## src/hw/agu_pkg.sv

```systemverilog
package agu_pkg;

  // ==========================================================================
  // control word layout
  localparam int CTRL_X_EN_BIT = 15;
  localparam int CTRL_Y_EN_BIT = 14;
  localparam int X_SEL_LSB = 0;
  localparam int Y_SEL_LSB = 4;
  localparam logic [3:0] SEL_OFF = 4'hF;

  // ==========================================================================
  // reset values
  localparam logic [15:0] CTRL_RESET = 16'h0000;
  localparam logic [15:0] START_RESET = 16'h0000;
  localparam logic [15:0] END_RESET = 16'h0001;
  localparam logic [15:0] WORK_RESET = 16'h0000;
  localparam logic [15:0] SP_RESET = 16'h0800;

  // ==========================================================================
  // register indices
  localparam logic [3:0] DEFAULT_WORKING_REG = 4'h0;
  localparam logic [3:0] X_PREFETCH_REG_A = 4'h8;
  localparam logic [3:0] X_PREFETCH_REG_B = 4'h9;
  localparam logic [3:0] Y_PREFETCH_REG_A = 4'hA;
  localparam logic [3:0] Y_PREFETCH_REG_B = 4'hB;
  localparam logic [3:0] STACK_POINTER_REG = 4'hF;

  // ==========================================================================
  // widths and allowed steps
  localparam int FILE_ADDR_W = 13;
  localparam logic [15:0] MAC_STEP_2 = 16'h0002;
  localparam logic [15:0] MAC_STEP_4 = 16'h0004;
  localparam logic [15:0] MAC_STEP_6 = 16'h0006;

  typedef enum logic [2:0] {
    CL_FILE = 3'b000,
    CL_MCU = 3'b001,
    CL_MOVE = 3'b010,
    CL_MAC = 3'b011,
    CL_BRANCH = 3'b100,
    CL_DISABLE = 3'b101
  } agu_class_e;

  typedef enum logic [2:0] {
    AM_DIRECT = 3'b000,
    AM_IND = 3'b001,
    AM_POST = 3'b010,
    AM_PRE = 3'b011,
    AM_REGOFS = 3'b100,
    AM_LITOFS = 3'b101,
    AM_FILE = 3'b110
  } agu_mode_e;

  typedef enum logic [2:0] {
    CR_CTRL = 3'b000,
    CR_X_START = 3'b001,
    CR_X_END = 3'b010,
    CR_Y_START = 3'b011,
    CR_Y_END = 3'b100
  } agu_creg_e;

  typedef struct packed {
    agu_class_e iclass;
    agu_mode_e mode;
    logic [3:0] ptr;
    logic [15:0] modifier;
    logic [3:0] ofs_reg;
    logic y_en;
    agu_mode_e y_mode;
    logic [3:0] y_ptr;
    logic [15:0] y_modifier;
    logic [15:0] literal;
    logic lit_wide;
    logic [FILE_ADDR_W-1:0] file_addr;
    logic to_work;
    logic prog;
  } agu_req_s;

  typedef struct packed {
    logic valid;
    logic err;
    logic prog;
    logic [15:0] ea;
  } agu_ea_s;

  typedef struct packed {
    logic valid;
    logic to_work;
    logic [3:0] reg_idx;
    logic [15:0] addr;
  } agu_dest_s;

endpackage

```

## src/hw/agu_circ.sv

```systemverilog
`timescale 1ns/10ps
module agu_circ
  import agu_pkg::*;
(
  // control
  input wire logic i_active,
  input wire logic i_dec,
  input wire logic i_word_only,
  // bounds
  input wire logic [15:0] i_start,
  input wire logic [15:0] i_end,
  // address
  input wire logic [15:0] i_addr,
  output logic [15:0] o_addr
);

  logic [15:0] len;
  logic pow2;
  logic over;
  logic under;
  logic [15:0] fixed;

  // ==========================================================================
  // boundary correction
  always_comb
  begin
    len = i_end - i_start + 16'h0001; // RL21
    pow2 = (len & (len - 16'h0001)) == 16'h0000; // RL18
    over = (i_addr > i_end) && (pow2 || !i_dec); // RL24 RL18
    under = (i_addr < i_start) && (pow2 || i_dec); // RL24 RL18
    fixed = i_addr;
    if (i_active && over)
    begin
      fixed = i_addr - len; // RL26
    end
    else if (i_active && under)
    begin
      fixed = i_addr + len; // RL26
    end
    o_addr = i_word_only ? {fixed[15:1], 1'b0} : fixed; // RL20
  end

endmodule

```

## src/hw/agu_top.sv

```systemverilog
`timescale 1ns/10ps
// How it works
// RL1: two separate generators; Y one serves only word reads of multiply-accumulate class.
// RL2: linear and circular work for data and program space; no bit-reversal here.
// RL3: file register access uses 13-bit field, reaching lowest 8192 bytes.
// RL4: file result goes to same address or working register zero; move reaches all.
// RL5: three-operand first operand is a register read directly; second register/memory/literal.
// RL6: indirect uses pointer as address; post-modified uses pointer then steps it.
// RL7: pre-modified adds signed step first, then uses updated pointer.
// RL8: register offset adds second register; literal offset adds literal to pointer.
// RL9: move adds indexed and literal offset modes; literals 8/16 versus 5/10 bits.
// RL10: move source and destination modes differ; one offset register field shared.
// RL11: prefetch pointers 8,9 go to X generator, 10,11 to Y generator.
// RL12: software keeps prefetch addresses inside their own space before and after steps.
// RL13: indexed multiply-accumulate mode only through register 9 (X) and 11 (Y).
// RL14: multiply-accumulate allows indirect, indexed, and post-step of 2, 4 or 6.
// RL15: branch literal is 16-bit signed; interrupt-disable count is 14-bit unsigned.
// RL16: one circular buffer in X and one in Y; X also covers program space.
// RL17: software should avoid frame and stack pointers as circular pointers.
// RL18: buffers wrap one way; power-of-two length checks both bounds.
// RL19: each buffer has 16-bit start and end registers, X pair and Y pair.
// RL20: Y circular addresses are word addresses; bit zero always cleared.
// RL21: length is end minus start, never stored; at most 32K words. The code uses end minus start plus one.
// RL22: X circular on only with enable bit 15 and select field not 15.
// RL23: Y circular on only with enable bit 14 and select bits 7:4 not 15.
// RL24: bounds compare beyond, not equal, so jumps past a bound still wrap.
// RL25: corrected address written back only for pre/post; offsets leave pointer unchanged.
// RL26: incrementing past end wraps back by length; decrementing past start wraps forward.
module agu_top
  import agu_pkg::*;
(
  // clock and reset
  input wire logic i_core_clk,
  input wire logic i_resetn,
  input wire logic i_ce,
  // decoder request
  input wire logic i_req_valid,
  input wire agu_req_s i_req,
  // working register write and read
  input wire logic i_wr_en,
  input wire logic [3:0] i_wr_idx,
  input wire logic [15:0] i_wr_data,
  input wire logic [3:0] i_rd_idx,
  output logic [15:0] o_rd_data,
  // circular buffer registers
  input wire logic i_circ_wr_en,
  input wire agu_creg_e i_circ_wr_sel,
  input wire logic [15:0] i_circ_wr_data,
  output logic [15:0] o_circular_control,
  // generated addresses and operands
  output agu_ea_s o_x,
  output agu_ea_s o_y,
  output agu_dest_s o_dest,
  output logic [15:0] o_op1,
  output logic [15:0] o_literal
);

  logic [15:0] regs [16];
  logic [15:0] circular_control;
  logic [15:0] x_circ_start;
  logic [15:0] x_circ_end;
  logic [15:0] y_circ_start;
  logic [15:0] y_circ_end;

  logic [15:0] x_ptr_val;
  logic [15:0] y_ptr_val;
  logic [15:0] ofs_val;
  logic [15:0] x_raw;
  logic [15:0] y_raw;
  logic [15:0] x_corr;
  logic [15:0] y_corr;
  logic x_err;
  logic y_err;
  logic x_access;
  logic x_dec;
  logic y_dec;
  logic x_circ_on;
  logic y_circ_on;
  logic x_wb_en;
  logic y_wb_en;
  logic [15:0] next_x_ea;
  logic [15:0] next_y_ea;
  logic [15:0] next_literal;

  function automatic logic step_ok(input logic [15:0] m);
    logic [15:0] mag;
    mag = m[15] ? (16'h0000 - m) : m;
    return (mag == MAC_STEP_2) || (mag == MAC_STEP_4) || (mag == MAC_STEP_6);
  endfunction

  function automatic logic mac_mode_ok(input agu_mode_e md, input logic [15:0] m);
    return (md == AM_IND) || (md == AM_REGOFS) || ((md == AM_POST) && step_ok(m));
  endfunction

  // ==========================================================================
  // circular buffer registers
  always_ff @(posedge i_core_clk or negedge i_resetn)
  begin
    if (!i_resetn)
    begin
      circular_control <= CTRL_RESET;
      x_circ_start <= START_RESET;
      x_circ_end <= END_RESET;
      y_circ_start <= START_RESET;
      y_circ_end <= END_RESET;
    end
    else if (i_ce && i_circ_wr_en)
    begin
      unique case (i_circ_wr_sel)
        CR_CTRL: circular_control <= i_circ_wr_data;
        CR_X_START: x_circ_start <= {i_circ_wr_data[15:1], 1'b0}; // RL19
        CR_X_END: x_circ_end <= {i_circ_wr_data[15:1], 1'b1}; // RL19
        CR_Y_START: y_circ_start <= {i_circ_wr_data[15:1], 1'b0}; // RL19
        CR_Y_END: y_circ_end <= {i_circ_wr_data[15:1], 1'b1}; // RL19
        default: circular_control <= circular_control;
      endcase
    end
  end

  assign o_circular_control = circular_control;

  // ==========================================================================
  // X generator
  always_comb
  begin
    x_ptr_val = regs[i_req.ptr];
    ofs_val = regs[i_req.ofs_reg]; // RL10
    x_dec = i_req.modifier[15];
    x_err = 1'b0;
    x_access = 1'b1;
    x_raw = x_ptr_val; // RL6
    unique case (i_req.mode)
      AM_DIRECT:
      begin
        x_access = 1'b0;
      end
      AM_IND, AM_POST:
      begin
        x_raw = (i_req.mode == AM_POST) ? x_ptr_val + i_req.modifier : x_ptr_val; // RL6
      end
      AM_PRE:
      begin
        x_raw = x_ptr_val + i_req.modifier; // RL7
      end
      AM_REGOFS:
      begin
        x_raw = x_ptr_val + ofs_val; // RL8
        x_dec = ofs_val[15];
      end
      AM_LITOFS:
      begin
        x_raw = x_ptr_val + i_req.modifier; // RL8
      end
      AM_FILE:
      begin
        if (i_req.iclass == CL_MOVE)
        begin
          x_raw = i_req.literal; // RL4
        end
        else
        begin
          x_raw = {{(16 - FILE_ADDR_W){1'b0}}, i_req.file_addr}; // RL3
        end
      end
      default:
      begin
        x_err = 1'b1;
      end
    endcase
    unique case (i_req.iclass)
      CL_FILE: x_err = x_err || (i_req.mode != AM_FILE); // RL3
      CL_MCU: x_err = x_err || (i_req.mode == AM_REGOFS) || (i_req.mode == AM_LITOFS)
        || (i_req.mode == AM_FILE); // RL9
      CL_MOVE: x_err = x_err; // RL9
      CL_MAC:
      begin
        x_err = x_err || ((i_req.ptr != X_PREFETCH_REG_A) && (i_req.ptr != X_PREFETCH_REG_B))
          || !mac_mode_ok(i_req.mode, i_req.modifier) // RL11 RL14
          || ((i_req.mode == AM_REGOFS) && (i_req.ptr != X_PREFETCH_REG_B)); // RL13
      end
      CL_BRANCH, CL_DISABLE: x_access = 1'b0;
      default: x_err = 1'b1;
    endcase
    x_circ_on = circular_control[CTRL_X_EN_BIT] // RL22
      && (circular_control[X_SEL_LSB +: 4] != SEL_OFF) // RL22
      && (circular_control[X_SEL_LSB +: 4] == i_req.ptr) // RL16 RL2
      && (i_req.mode != AM_FILE) && (i_req.mode != AM_DIRECT);
  end

  agu_circ u_x_circ (
    .i_active(x_circ_on),
    .i_dec(x_dec),
    .i_word_only(1'b0),
    .i_start(x_circ_start),
    .i_end(x_circ_end),
    .i_addr(x_raw),
    .o_addr(x_corr)
  );

  // post-modify reads the old pointer; others use the corrected sum
  assign next_x_ea = (i_req.mode == AM_POST) ? x_ptr_val : x_corr; // RL6 RL25
  assign x_wb_en = i_req_valid && x_access && !x_err
    && ((i_req.mode == AM_PRE) || (i_req.mode == AM_POST)); // RL25

  // ==========================================================================
  // Y generator, multiply-accumulate word reads only
  always_comb
  begin
    y_ptr_val = regs[i_req.y_ptr];
    y_dec = i_req.y_modifier[15];
    y_raw = y_ptr_val;
    if (i_req.y_mode == AM_POST)
    begin
      y_raw = y_ptr_val + i_req.y_modifier;
    end
    else if (i_req.y_mode == AM_REGOFS)
    begin
      y_raw = y_ptr_val + ofs_val;
      y_dec = ofs_val[15];
    end
    y_err = ((i_req.y_ptr != Y_PREFETCH_REG_A) && (i_req.y_ptr != Y_PREFETCH_REG_B)) // RL11
      || !mac_mode_ok(i_req.y_mode, i_req.y_modifier) // RL14
      || ((i_req.y_mode == AM_REGOFS) && (i_req.y_ptr != Y_PREFETCH_REG_B)); // RL13
    y_circ_on = circular_control[CTRL_Y_EN_BIT] // RL23
      && (circular_control[Y_SEL_LSB +: 4] != SEL_OFF) // RL23
      && (circular_control[Y_SEL_LSB +: 4] == i_req.y_ptr);
  end

  agu_circ u_y_circ (
    .i_active(y_circ_on),
    .i_dec(y_dec),
    .i_word_only(1'b1),
    .i_start(y_circ_start),
    .i_end(y_circ_end),
    .i_addr(y_raw),
    .o_addr(y_corr)
  );

  assign next_y_ea = (i_req.y_mode == AM_POST) ? {y_ptr_val[15:1], 1'b0} : y_corr; // RL20
  assign y_wb_en = i_req_valid && (i_req.iclass == CL_MAC) && i_req.y_en && !y_err // RL1
    && (i_req.y_mode == AM_POST); // RL25

  // ==========================================================================
  // working registers with pointer write-back
  generate
    for (genvar gi = 0; gi < 16; gi++)
    begin : g_regs
      always_ff @(posedge i_core_clk or negedge i_resetn)
      begin
        if (!i_resetn)
        begin
          regs[gi] <= (gi == 15) ? SP_RESET : WORK_RESET;
        end
        else if (i_ce)
        begin
          if (x_wb_en && (i_req.ptr == 4'(gi)))
          begin
            regs[gi] <= x_corr; // RL25 RL7
          end
          else if (y_wb_en && (i_req.y_ptr == 4'(gi)))
          begin
            regs[gi] <= y_corr; // RL25
          end
          else if (i_wr_en && (i_wr_idx == 4'(gi)))
          begin
            regs[gi] <= i_wr_data;
          end
        end
      end
    end
  endgenerate

  // ==========================================================================
  // literal extraction
  always_comb
  begin
    unique case (i_req.iclass)
      CL_MCU: next_literal = i_req.lit_wide ? {6'h00, i_req.literal[9:0]}
        : {11'h000, i_req.literal[4:0]}; // RL5 RL9
      CL_MOVE: next_literal = i_req.lit_wide ? i_req.literal
        : {8'h00, i_req.literal[7:0]}; // RL9
      CL_BRANCH: next_literal = i_req.literal; // RL15
      CL_DISABLE: next_literal = {2'b00, i_req.literal[13:0]}; // RL15
      default: next_literal = 16'h0000;
    endcase
  end

  // ==========================================================================
  // registered outputs
  always_ff @(posedge i_core_clk or negedge i_resetn)
  begin
    if (!i_resetn)
    begin
      o_x <= '0;
      o_y <= '0;
      o_dest <= '0;
      o_op1 <= 16'h0000;
      o_literal <= 16'h0000;
      o_rd_data <= 16'h0000;
    end
    else if (i_ce)
    begin
      o_rd_data <= regs[i_rd_idx];
      o_op1 <= ofs_val; // RL5
      o_literal <= next_literal;
      o_x.valid <= i_req_valid && x_access && !x_err;
      o_x.err <= i_req_valid && x_err;
      o_x.prog <= i_req.prog; // RL2 RL16
      o_x.ea <= next_x_ea;
      o_y.valid <= i_req_valid && (i_req.iclass == CL_MAC) && i_req.y_en && !y_err; // RL1
      o_y.err <= i_req_valid && (i_req.iclass == CL_MAC) && i_req.y_en && y_err;
      o_y.prog <= 1'b0;
      o_y.ea <= next_y_ea; // RL20
      o_dest.valid <= i_req_valid && (i_req.iclass == CL_FILE) && !x_err;
      o_dest.to_work <= i_req.to_work; // RL4
      o_dest.reg_idx <= DEFAULT_WORKING_REG; // RL4
      o_dest.addr <= next_x_ea; // RL4
    end
  end
endmodule

```

## config.mk

```make
export PLATFORM = sky130hd
export DESIGN_NAME = agu_top
export DESIGN_NICKNAME = d
export VERILOG_FILES = /design/src/hw/agu_pkg.sv /design/src/hw/agu_circ.sv /design/src/hw/agu_top.sv
export SDC_FILE = /design/constraint.sdc
export NUM_CORES = 2
export LEC_CHECK = 0
export BUFFER_PORTS_ARGS = -buffer_cell sky130_fd_sc_hd__buf_2
export CORE_UTILIZATION = 35
export DETAILED_ROUTE_END_ITERATION = 16
export GPL_TIMING_DRIVEN = 0
export PLACE_DENSITY_LB_ADDON = 0.1
export SETUP_SLACK_MARGIN = 0.15
export SLEW_MARGIN = 25
export SYNTH_ARGS = -nofsm -noshare
export SYNTH_HDL_FRONTEND = slang
export SYNTH_SLANG_ARGS = --single-unit
export TNS_END_PERCENT = 5
```

## constraint.sdc

```tcl
create_clock -name i_core_clk -period 7.76 [get_ports i_core_clk]
set_input_delay 1.164 -clock i_core_clk [delete_from_list [all_inputs] [get_ports i_core_clk]]
set_output_delay 1.164 -clock i_core_clk [all_outputs]
set_load 0.05 [all_outputs]
```

## After elaboration in Yosys (flattened, before gate mapping)

Index checks and enable logic that the tools add are counted.

| operators by class | value |
|---|---|
| $add $sub $neg | 16 |
| $mul | 0 |
| divide/modulo/power cells | 0 |
| $lt $le $gt $ge | 8 |
| equal/unequal tests | 78 |
| shifts and indexed selects | 0 |
| multiplexer cells | 83 |
| bitwise operators | 6 |
| reduce and logical (&&, ||, !) cells | 159 |

Operators by type and width:

| kind | number |
|---|---|
| 16-bit two-way mux | 69 |
| 16-bit binary-select mux with 4-bit select | 4 |
| 16-bit case mux with 4 select lines | 2 |
| 16-bit adder | 6 |
| 4-bit == test (second input constant) | 24 |
| 1-bit logical AND | 80 |
| 16-bit by 3-bit == test with 1-bit output (second input constant) | 4 |
| 16-bit subtractor | 4 |
| 3-bit nonzero test | 17 |
| 4-bit by 3-bit == test with 1-bit output (second input constant) | 12 |
| 2-bit AND reduction | 21 |
| 16-bit by 1-bit adder with 16-bit output (second input constant) | 2 |
| 16-bit AND | 2 |
| 16-bit by 2-bit == test with 1-bit output (second input constant) | 2 |
| 16-bit greater-than comparator | 2 |
| 16-bit logical NOT | 2 |
| 16-bit less-than comparator | 2 |
| 1-bit by 16-bit subtractor with 16-bit output (first input constant) | 2 |
| 16-bit by 1-bit subtractor with 16-bit output (second input constant) | 2 |
| 4-bit by 2-bit == test with 1-bit output (second input constant) | 6 |
| 4-bit inequality test (second input constant) | 6 |
| 1-bit logical OR | 22 |
| 3-bit by 2-bit == test with 1-bit output (second input constant) | 7 |
| 3-bit == test (second input constant) | 7 |
| 15 further kinds | 43 |

| word-level totals | value |
|---|---|
| flip-flop bits (word level) | 419 |
| bits in latches | 0 |
| memory bits (writable) | 0 |
| ROM bits | 0 |
| input port bits | 135 |
| output and inout port bits | 124 |
| word-level logic and storage cells | 383 |
| memories | 0 |

## Logic depth before layout (Yosys ltp)

| depth | value |
|---|---|
| word-level depth | 17 |
| depth in mapped cells | 33 |
| gate-level depth less buffers | 30 |

## Cells and area by module

A second synthesis with hierarchy kept.

| second synthesis, totals | value |
|---|---|
| cells, all modules | 3810 |
| area total of the unflattened synthesis | 38478.2 sq um |

By module, submodules not included:

| module | instances | cells each | area each (sq um) |
|---|---|---|---|
| agu_top | 1 | 2805 | 30953.4 |
| agu_circ (u_y_circ) | 1 | 524 | 3875.0 |
| agu_circ (u_x_circ) | 1 | 481 | 3649.8 |

## Worst setup path before layout

No wires, ideal clock.

| path | value |
|---|---|
| kind | input to register |
| from | input port i_req[76] in the netlist's numbering |
| to | register regs[8] in the netlist's numbering |
| data arrival time | 8.377 ns |
| setup slack | -0.735 ns |
| stages on the path | 31 |
| buffers on the path | 7 |
| cell sequence | buf_2 > buf_2 > buf_2 > buf_2 > mux4_2 > mux4_2 > ha_1 > o21ai_0 > nor2_1 > o41ai_1 > o21ai_0 > o41ai_1 > nor4b_1 > a211oi_1 > o21ai_0 > nand3_1 > inv_1 > ha_1 > nand4_1 > nor4_1 > a221oi_1 > o2111ai_1 > a31o_2 > clkbuf_1 > clkbuf_1 > nor4b_1 > a2111o_1 > a22oi_4 > buf_6 > a211oi_1 > a21o_1 |

| between the ends | value |
|---|---|
| cells in the longest elaborated chain, start to end | 13 |
| elaborated cells on any way between the ends | 38 |
| those cells by class | add/sub: 4; order compare: 2; eq/ne: 4; mux: 9; bitwise: 1; reduce/logical: 18 |

Ends and longest elaborated chain:

| element | line | source |
|---|---|---|
| start, declared | agu_top.sv:38 | `input wire agu_req_s i_req,` |
| 4-bit inverter with 5-bit output (not written as such) | agu_top.sv:126 | `x_ptr_val = regs[i_req.ptr];` |
| 16-bit binary-select mux with 4-bit select | agu_top.sv:126 |  |
| 16-bit two-way mux (not written as such) (2 in series) | agu_top.sv:126 |  |
| 16-bit adder | agu_top.sv:139, agu_top.sv:143, agu_top.sv:152 |  |
| 16-bit two-way mux | agu_top.sv:139 | `x_raw = (i_req.mode == AM_POST) ? x_ptr_val + i_req.modifier : x_ptr_val;` |
| 16-bit case mux with 4 select lines | agu_top.sv:132 | `unique case (i_req.mode)` |
| 16-bit less-than comparator | agu_circ.sv:30 | `under = (i_addr < i_start) && (pow2 \|\| i_dec);` |
| 1-bit logical AND | agu_circ.sv:30 |  |
| 1-bit logical AND | agu_circ.sv:36 | `else if (i_active && under)` |
| 16-bit two-way mux | agu_circ.sv:36 |  |
| 16-bit two-way mux | agu_circ.sv:32 | `if (i_active && over)` |
| 16-bit two-way mux | agu_top.sv:256 | `if (x_wb_en && (i_req.ptr == 4'(gi)))` |
| end signal, assigned by index | agu_top.sv:258 | `regs[gi] <= x_corr;` |
| end signal, assigned by index | agu_top.sv:262 | `regs[gi] <= y_corr;` |
| end signal, assigned by index | agu_top.sv:266 | `regs[gi] <= i_wr_data;` |
| end, declared | agu_top.sv:58 | `logic [15:0] regs [16];` |

Several ways; a longest one is shown, not always the timed one. The select of a mux whose other input is x is not followed.
A chain may end at the register's enable or synchronous reset.

## Worst setup path in the final report

| path | value |
|---|---|
| from | input port i_req[59] in the netlist's numbering |
| to | register regs[228] in the netlist's numbering |

| between the ends | value |
|---|---|
| cells in the longest elaborated chain, start to end | 14 |
| elaborated cells on any way between the ends | 40 |
| those cells by class | add/sub: 6; order compare: 4; mux: 15; bitwise: 1; reduce/logical: 14 |

Ends and longest elaborated chain:

| element | line | source |
|---|---|---|
| 4-bit inverter with 5-bit output (not written as such) * | agu_top.sv:127 | `ofs_val = regs[i_req.ofs_reg];` |
| 16-bit binary-select mux with 4-bit select * | agu_top.sv:127 |  |
| 16-bit two-way mux (not written as such) * (2 in series) | agu_top.sv:127 |  |
| via ofs_val[0] | agu_top.sv:67 | `logic [15:0] ofs_val;` |
| 16-bit adder | agu_top.sv:218 | `y_raw = y_ptr_val + ofs_val;` |
| 16-bit two-way mux | agu_top.sv:216 | `else if (i_req.y_mode == AM_REGOFS)` |
| 16-bit two-way mux | agu_top.sv:212 | `if (i_req.y_mode == AM_POST)` |
| 16-bit less-than comparator | agu_circ.sv:30 |  |
| 1-bit logical AND | agu_circ.sv:30 |  |
| 1-bit logical AND | agu_circ.sv:36 |  |
| 16-bit two-way mux | agu_circ.sv:36 |  |
| 16-bit two-way mux | agu_circ.sv:32 |  |
| 16-bit two-way mux | agu_top.sv:260 | `else if (y_wb_en && (i_req.y_ptr == 4'(gi)))` |
| 16-bit two-way mux * | agu_top.sv:256 |  |

Mark *: on every way through the listed nets, which the timed path passes. The rest lies on a longest branch. The select of a mux whose other input is x is not followed.

==> results.sh <==
export IMPL_status="completed"
export IMPL_finalCritPeriodShare=0.993
export IMPL_die_area_um2=111000
export IMPL_num_fill_cells=10402
export IMPL_cp_data_required_time_ps=8360
export IMPL_worstMarginPinSlew_ps=1250
export IMPL_initial_core_util=0.355
export IMPL_synth_avg_cell_area_um2=9.76
export IMPL_finalClockSkew_ps=43.0
export IMPL_area_growth_pct=24.6
export IMPL_intPower_mw=9.10
export IMPL_p_seq_frac=0.181
export IMPL_multi_input_area_um2=27200
export IMPL_hpwl_um=148000
export IMPL_vias_per_cell=6.40
export IMPL_layout_area_seq_um2=10500
export IMPL_max_slew_margin=0.165
export IMPL_vdd_drop_max_mv=0.292
export IMPL_syn_inst=3917
export IMPL_grt_ovfl_total=0
export IMPL_fin_tns_setup_ps=0
export IMPL_cts_hold_buf=0
export IMPL_fmax_mhz=130
export IMPL_drv_slew=0
export IMPL_final_area_um2=47600
export IMPL_grt_max_degree=80
export IMPL_die_h_um=332
export IMPL_start_kind="input port"
export IMPL_finalSetupViolations=0
export IMPL_reg2reg_from="regs[48]"
export IMPL_yosysSeqAreaShare=0.274
export IMPL_synth_top_cells_by_area="dfrtp_1 (27%), mux4_2 (19%), ha_1 (7.6%), a21o_1 (3.7%), nor2_1 (3.4%)"
export IMPL_fp_row_count=120
export IMPL_drive_above_1_share=0.299
export IMPL_cts_max_level=2
export IMPL_critPathTopFamily="compound AO/OA/AOI/OAI gates"
export IMPL_critPathBufInv=7
export IMPL_routabilityCongestion=1.03
export IMPL_r2r_slack_ps=360
export IMPL_synth_main_ff_cell="dfrtp_1"
export IMPL_synth_top_area_frac=0.273
export IMPL_drt_initial_drc_count=4277
export IMPL_first_global_vias=35194
export IMPL_mostFrequentLayoutCells="dfrtp_1 (417), nor2_1 (334), mux4_2 (316)"
export IMPL_rsz0062_at_grt="true"
export IMPL_clk_pin_slew_ps=60
export IMPL_synth_edf_count=0
export IMPL_async_flop_share=1.00
export IMPL_synth_cell_types=113
export IMPL_fp_coreArea_um2=108000
export IMPL_cp_max_fo=10
export IMPL_worstSkewPairLatency_ps=690
export IMPL_rr_worst_depth=30
export IMPL_leakagePower_nw=20.7
export IMPL_final_core_util=0.442
export IMPL_fin_nets=4800
export IMPL_grt_pass1_wl_um=266000
export IMPL_p_sw_frac=0.507
export IMPL_route_detailed_drc=0
export IMPL_path_class="in2reg"
export IMPL_pwr_share_comb=0.673
export IMPL_cts_tree="built"
export IMPL_ant_nets=0
export IMPL_ctsRootBufferMaster="clkbuf_16"
export IMPL_synth_seq_cells=418
export IMPL_end_kind="flop"
export IMPL_max_stage_delay_ps=510
export IMPL_synth_warnings=0
export IMPL_hold_viol=0
export IMPL_startpoint="i_req[59]"
export IMPL_io_pins=259
export IMPL_synth_top_cell_by_area="dfrtp_1"
export IMPL_synth_area_um2=38200
export IMPL_drt_pre_antenna_iters=6
export IMPL_via_count=37560
export IMPL_powerDensity_nw_per_um2=388
export IMPL_route_detailed_wl_per_inst_um=32.5
export IMPL_p_total_mw=18.5
export IMPL_clock_sinks=418
export IMPL_drt_total_wl_um=191000
export IMPL_arrival_ps=8310
export IMPL_clock_path_buffers=3
export IMPL_chipWidth_um=332
export IMPL_placed_cells=5568
export IMPL_portBuffers=228
export IMPL_stdcell_count=5872
export IMPL_postPlaceCellArea_um2=41600
export IMPL_final_common_cell="dfrtp_1"
export IMPL_grtUsageTotal=0.336
export IMPL_cp_depth=31
export IMPL_crit_slowest_cell="clkbuf_2"
export IMPL_switchingPower_mw=9.38
export IMPL_antenna_found_initial=18
export IMPL_p_clk_frac=0.145
export IMPL_hp_class="in2async"
export IMPL_cap_violations=0
export IMPL_fin_crit_ps=7710
export IMPL_cts_buffers=53
==> cell families after synthesis <==
logic type / Yosys count / share of synthesized area
fa+ha+maj: 240 / 0.0802
other cells: 1 / 0.0000981
flops: 418 / 0.274
compound gates: 1185 / 0.213
mux: 504 / 0.239
buf+inv: 488 / 0.0530
simple gates: 994 / 0.120
xor+xnor: 87 / 0.0205
==> routing by layer <==
metal	up-vias	routed length, µm	track usage
met4	20	13500	0.194
met3	579	19200	0.0899
met2	2093	81300	0.496
li1	15939	-	-
met5	-	129	0
met1	18929	76800	0.441
==> Yosys cell counts, drive strengths merged (8+ instances only) <==
| master | n |
|---|---|
| dfrtp | 417 |
| nor2 | 343 |
| mux4 | 316 |
| nand2 | 303 |
| o21ai | 270 |
| ha | 232 |
| a21oi | 216 |
| a21o | 187 |
| clkbuf | 187 |
| inv | 186 |
| a211oi | 149 |
| buf | 115 |
| mux2 | 106 |
| mux2i | 82 |
| nand3 | 67 |
| nor3 | 65 |
| xnor2 | 46 |
| xor2 | 40 |
| nand2b | 39 |
| nor2b | 38 |
| o221ai | 35 |
| o21a | 34 |
| a31oi | 32 |
| nand4 | 23 |
| a221oi | 21 |
| o22ai | 21 |
| o211ai | 20 |
| o21bai | 20 |
| and3 | 18 |
| o31ai | 18 |
| or3 | 18 |
| a221o | 15 |
| a22oi | 15 |
| and2 | 15 |
| or2 | 15 |
| o2111ai | 12 |
| nor4b | 10 |
| o31a | 10 |
| a2111oi | 9 |
| a211o | 9 |
| a31o | 9 |
| and3b | 8 |
| fa | 8 |
| nand3b | 8 |
==> worst reg2reg max path: cells and delay by family, from the launching register on <==
family	cells	cell delay, ps
AOI/OAI and AO/OA	12	2980
adders and majority gates	3	820
buffers and inverters	5	850
DFF	1	490
muxes	5	1560
and+or+nand+nor	5	620
==> power groups by stage <==
stage	clock, mW	combinational [mW]	sequential [mW]
2_1_floorplan	0	6.57	3.62
3_3_place_gp	0	10.3	3.34
3_5_place_dp	0	10.4	3.35
4_1_cts	2.72	11.6	3.31
5_1_grt	2.81	13.1	3.39
6_report	2.69	12.4	3.35
==> cell type report <==
type                       count  area share
tap                         1403      0.0369
multi-input combinational   3017       0.571
clock buffer                  72      0.0317
inverter                     186      0.0148
antenna                        2    0.000105
sequential                   418       0.220
buffer                       302      0.0463
timing repair buffer         447      0.0724
clock inverter                25     0.00681
==> path summary, 6_finish.rpt <==
kind / endpoint
min in group i_core_clk: o_rd_data[2]
setup / recovery: regs[228]
hold / removal: regs[243]
setup reg to reg: regs[228]
max in group asynchronous: o_circular_control[10]
hold reg to reg: o_rd_data[2]
==> sequential cells by signal, summed over array words and instances, names as in the netlist <==
signal              flops
o_dest                 18
o_y                    17
y_circ_end             15
y_circ_start           15
regs                  256
o_x                     3
x_circ_end             15
o_rd_data              16
o_circular_control     16
o_op1                  16
o_literal              16
x_circ_start           15
==> what timing repair did <==
action / in CTS / in global routing
gates resized for setup: 306 / 167
endpoints found under the hold margin: 0 / 0
pin swaps: 59 / 90
endpoints found under the setup margin: 269 / 269
setup buffers: 123 / 75
cloned: 3 / 4
==> through the flow <==
step | hold slack [ps] | worst slack [ps]
2_1_floorplan | 479 | 99.4
3_3_place_gp | 484 | -4700
3_5_place_dp | 491 | -3830
4_1_cts | 311 | 114
5_1_grt | 328 | -11.6
6_report | 326 | 50.6
No activity file was read; power rests on OpenSTA's default activity.
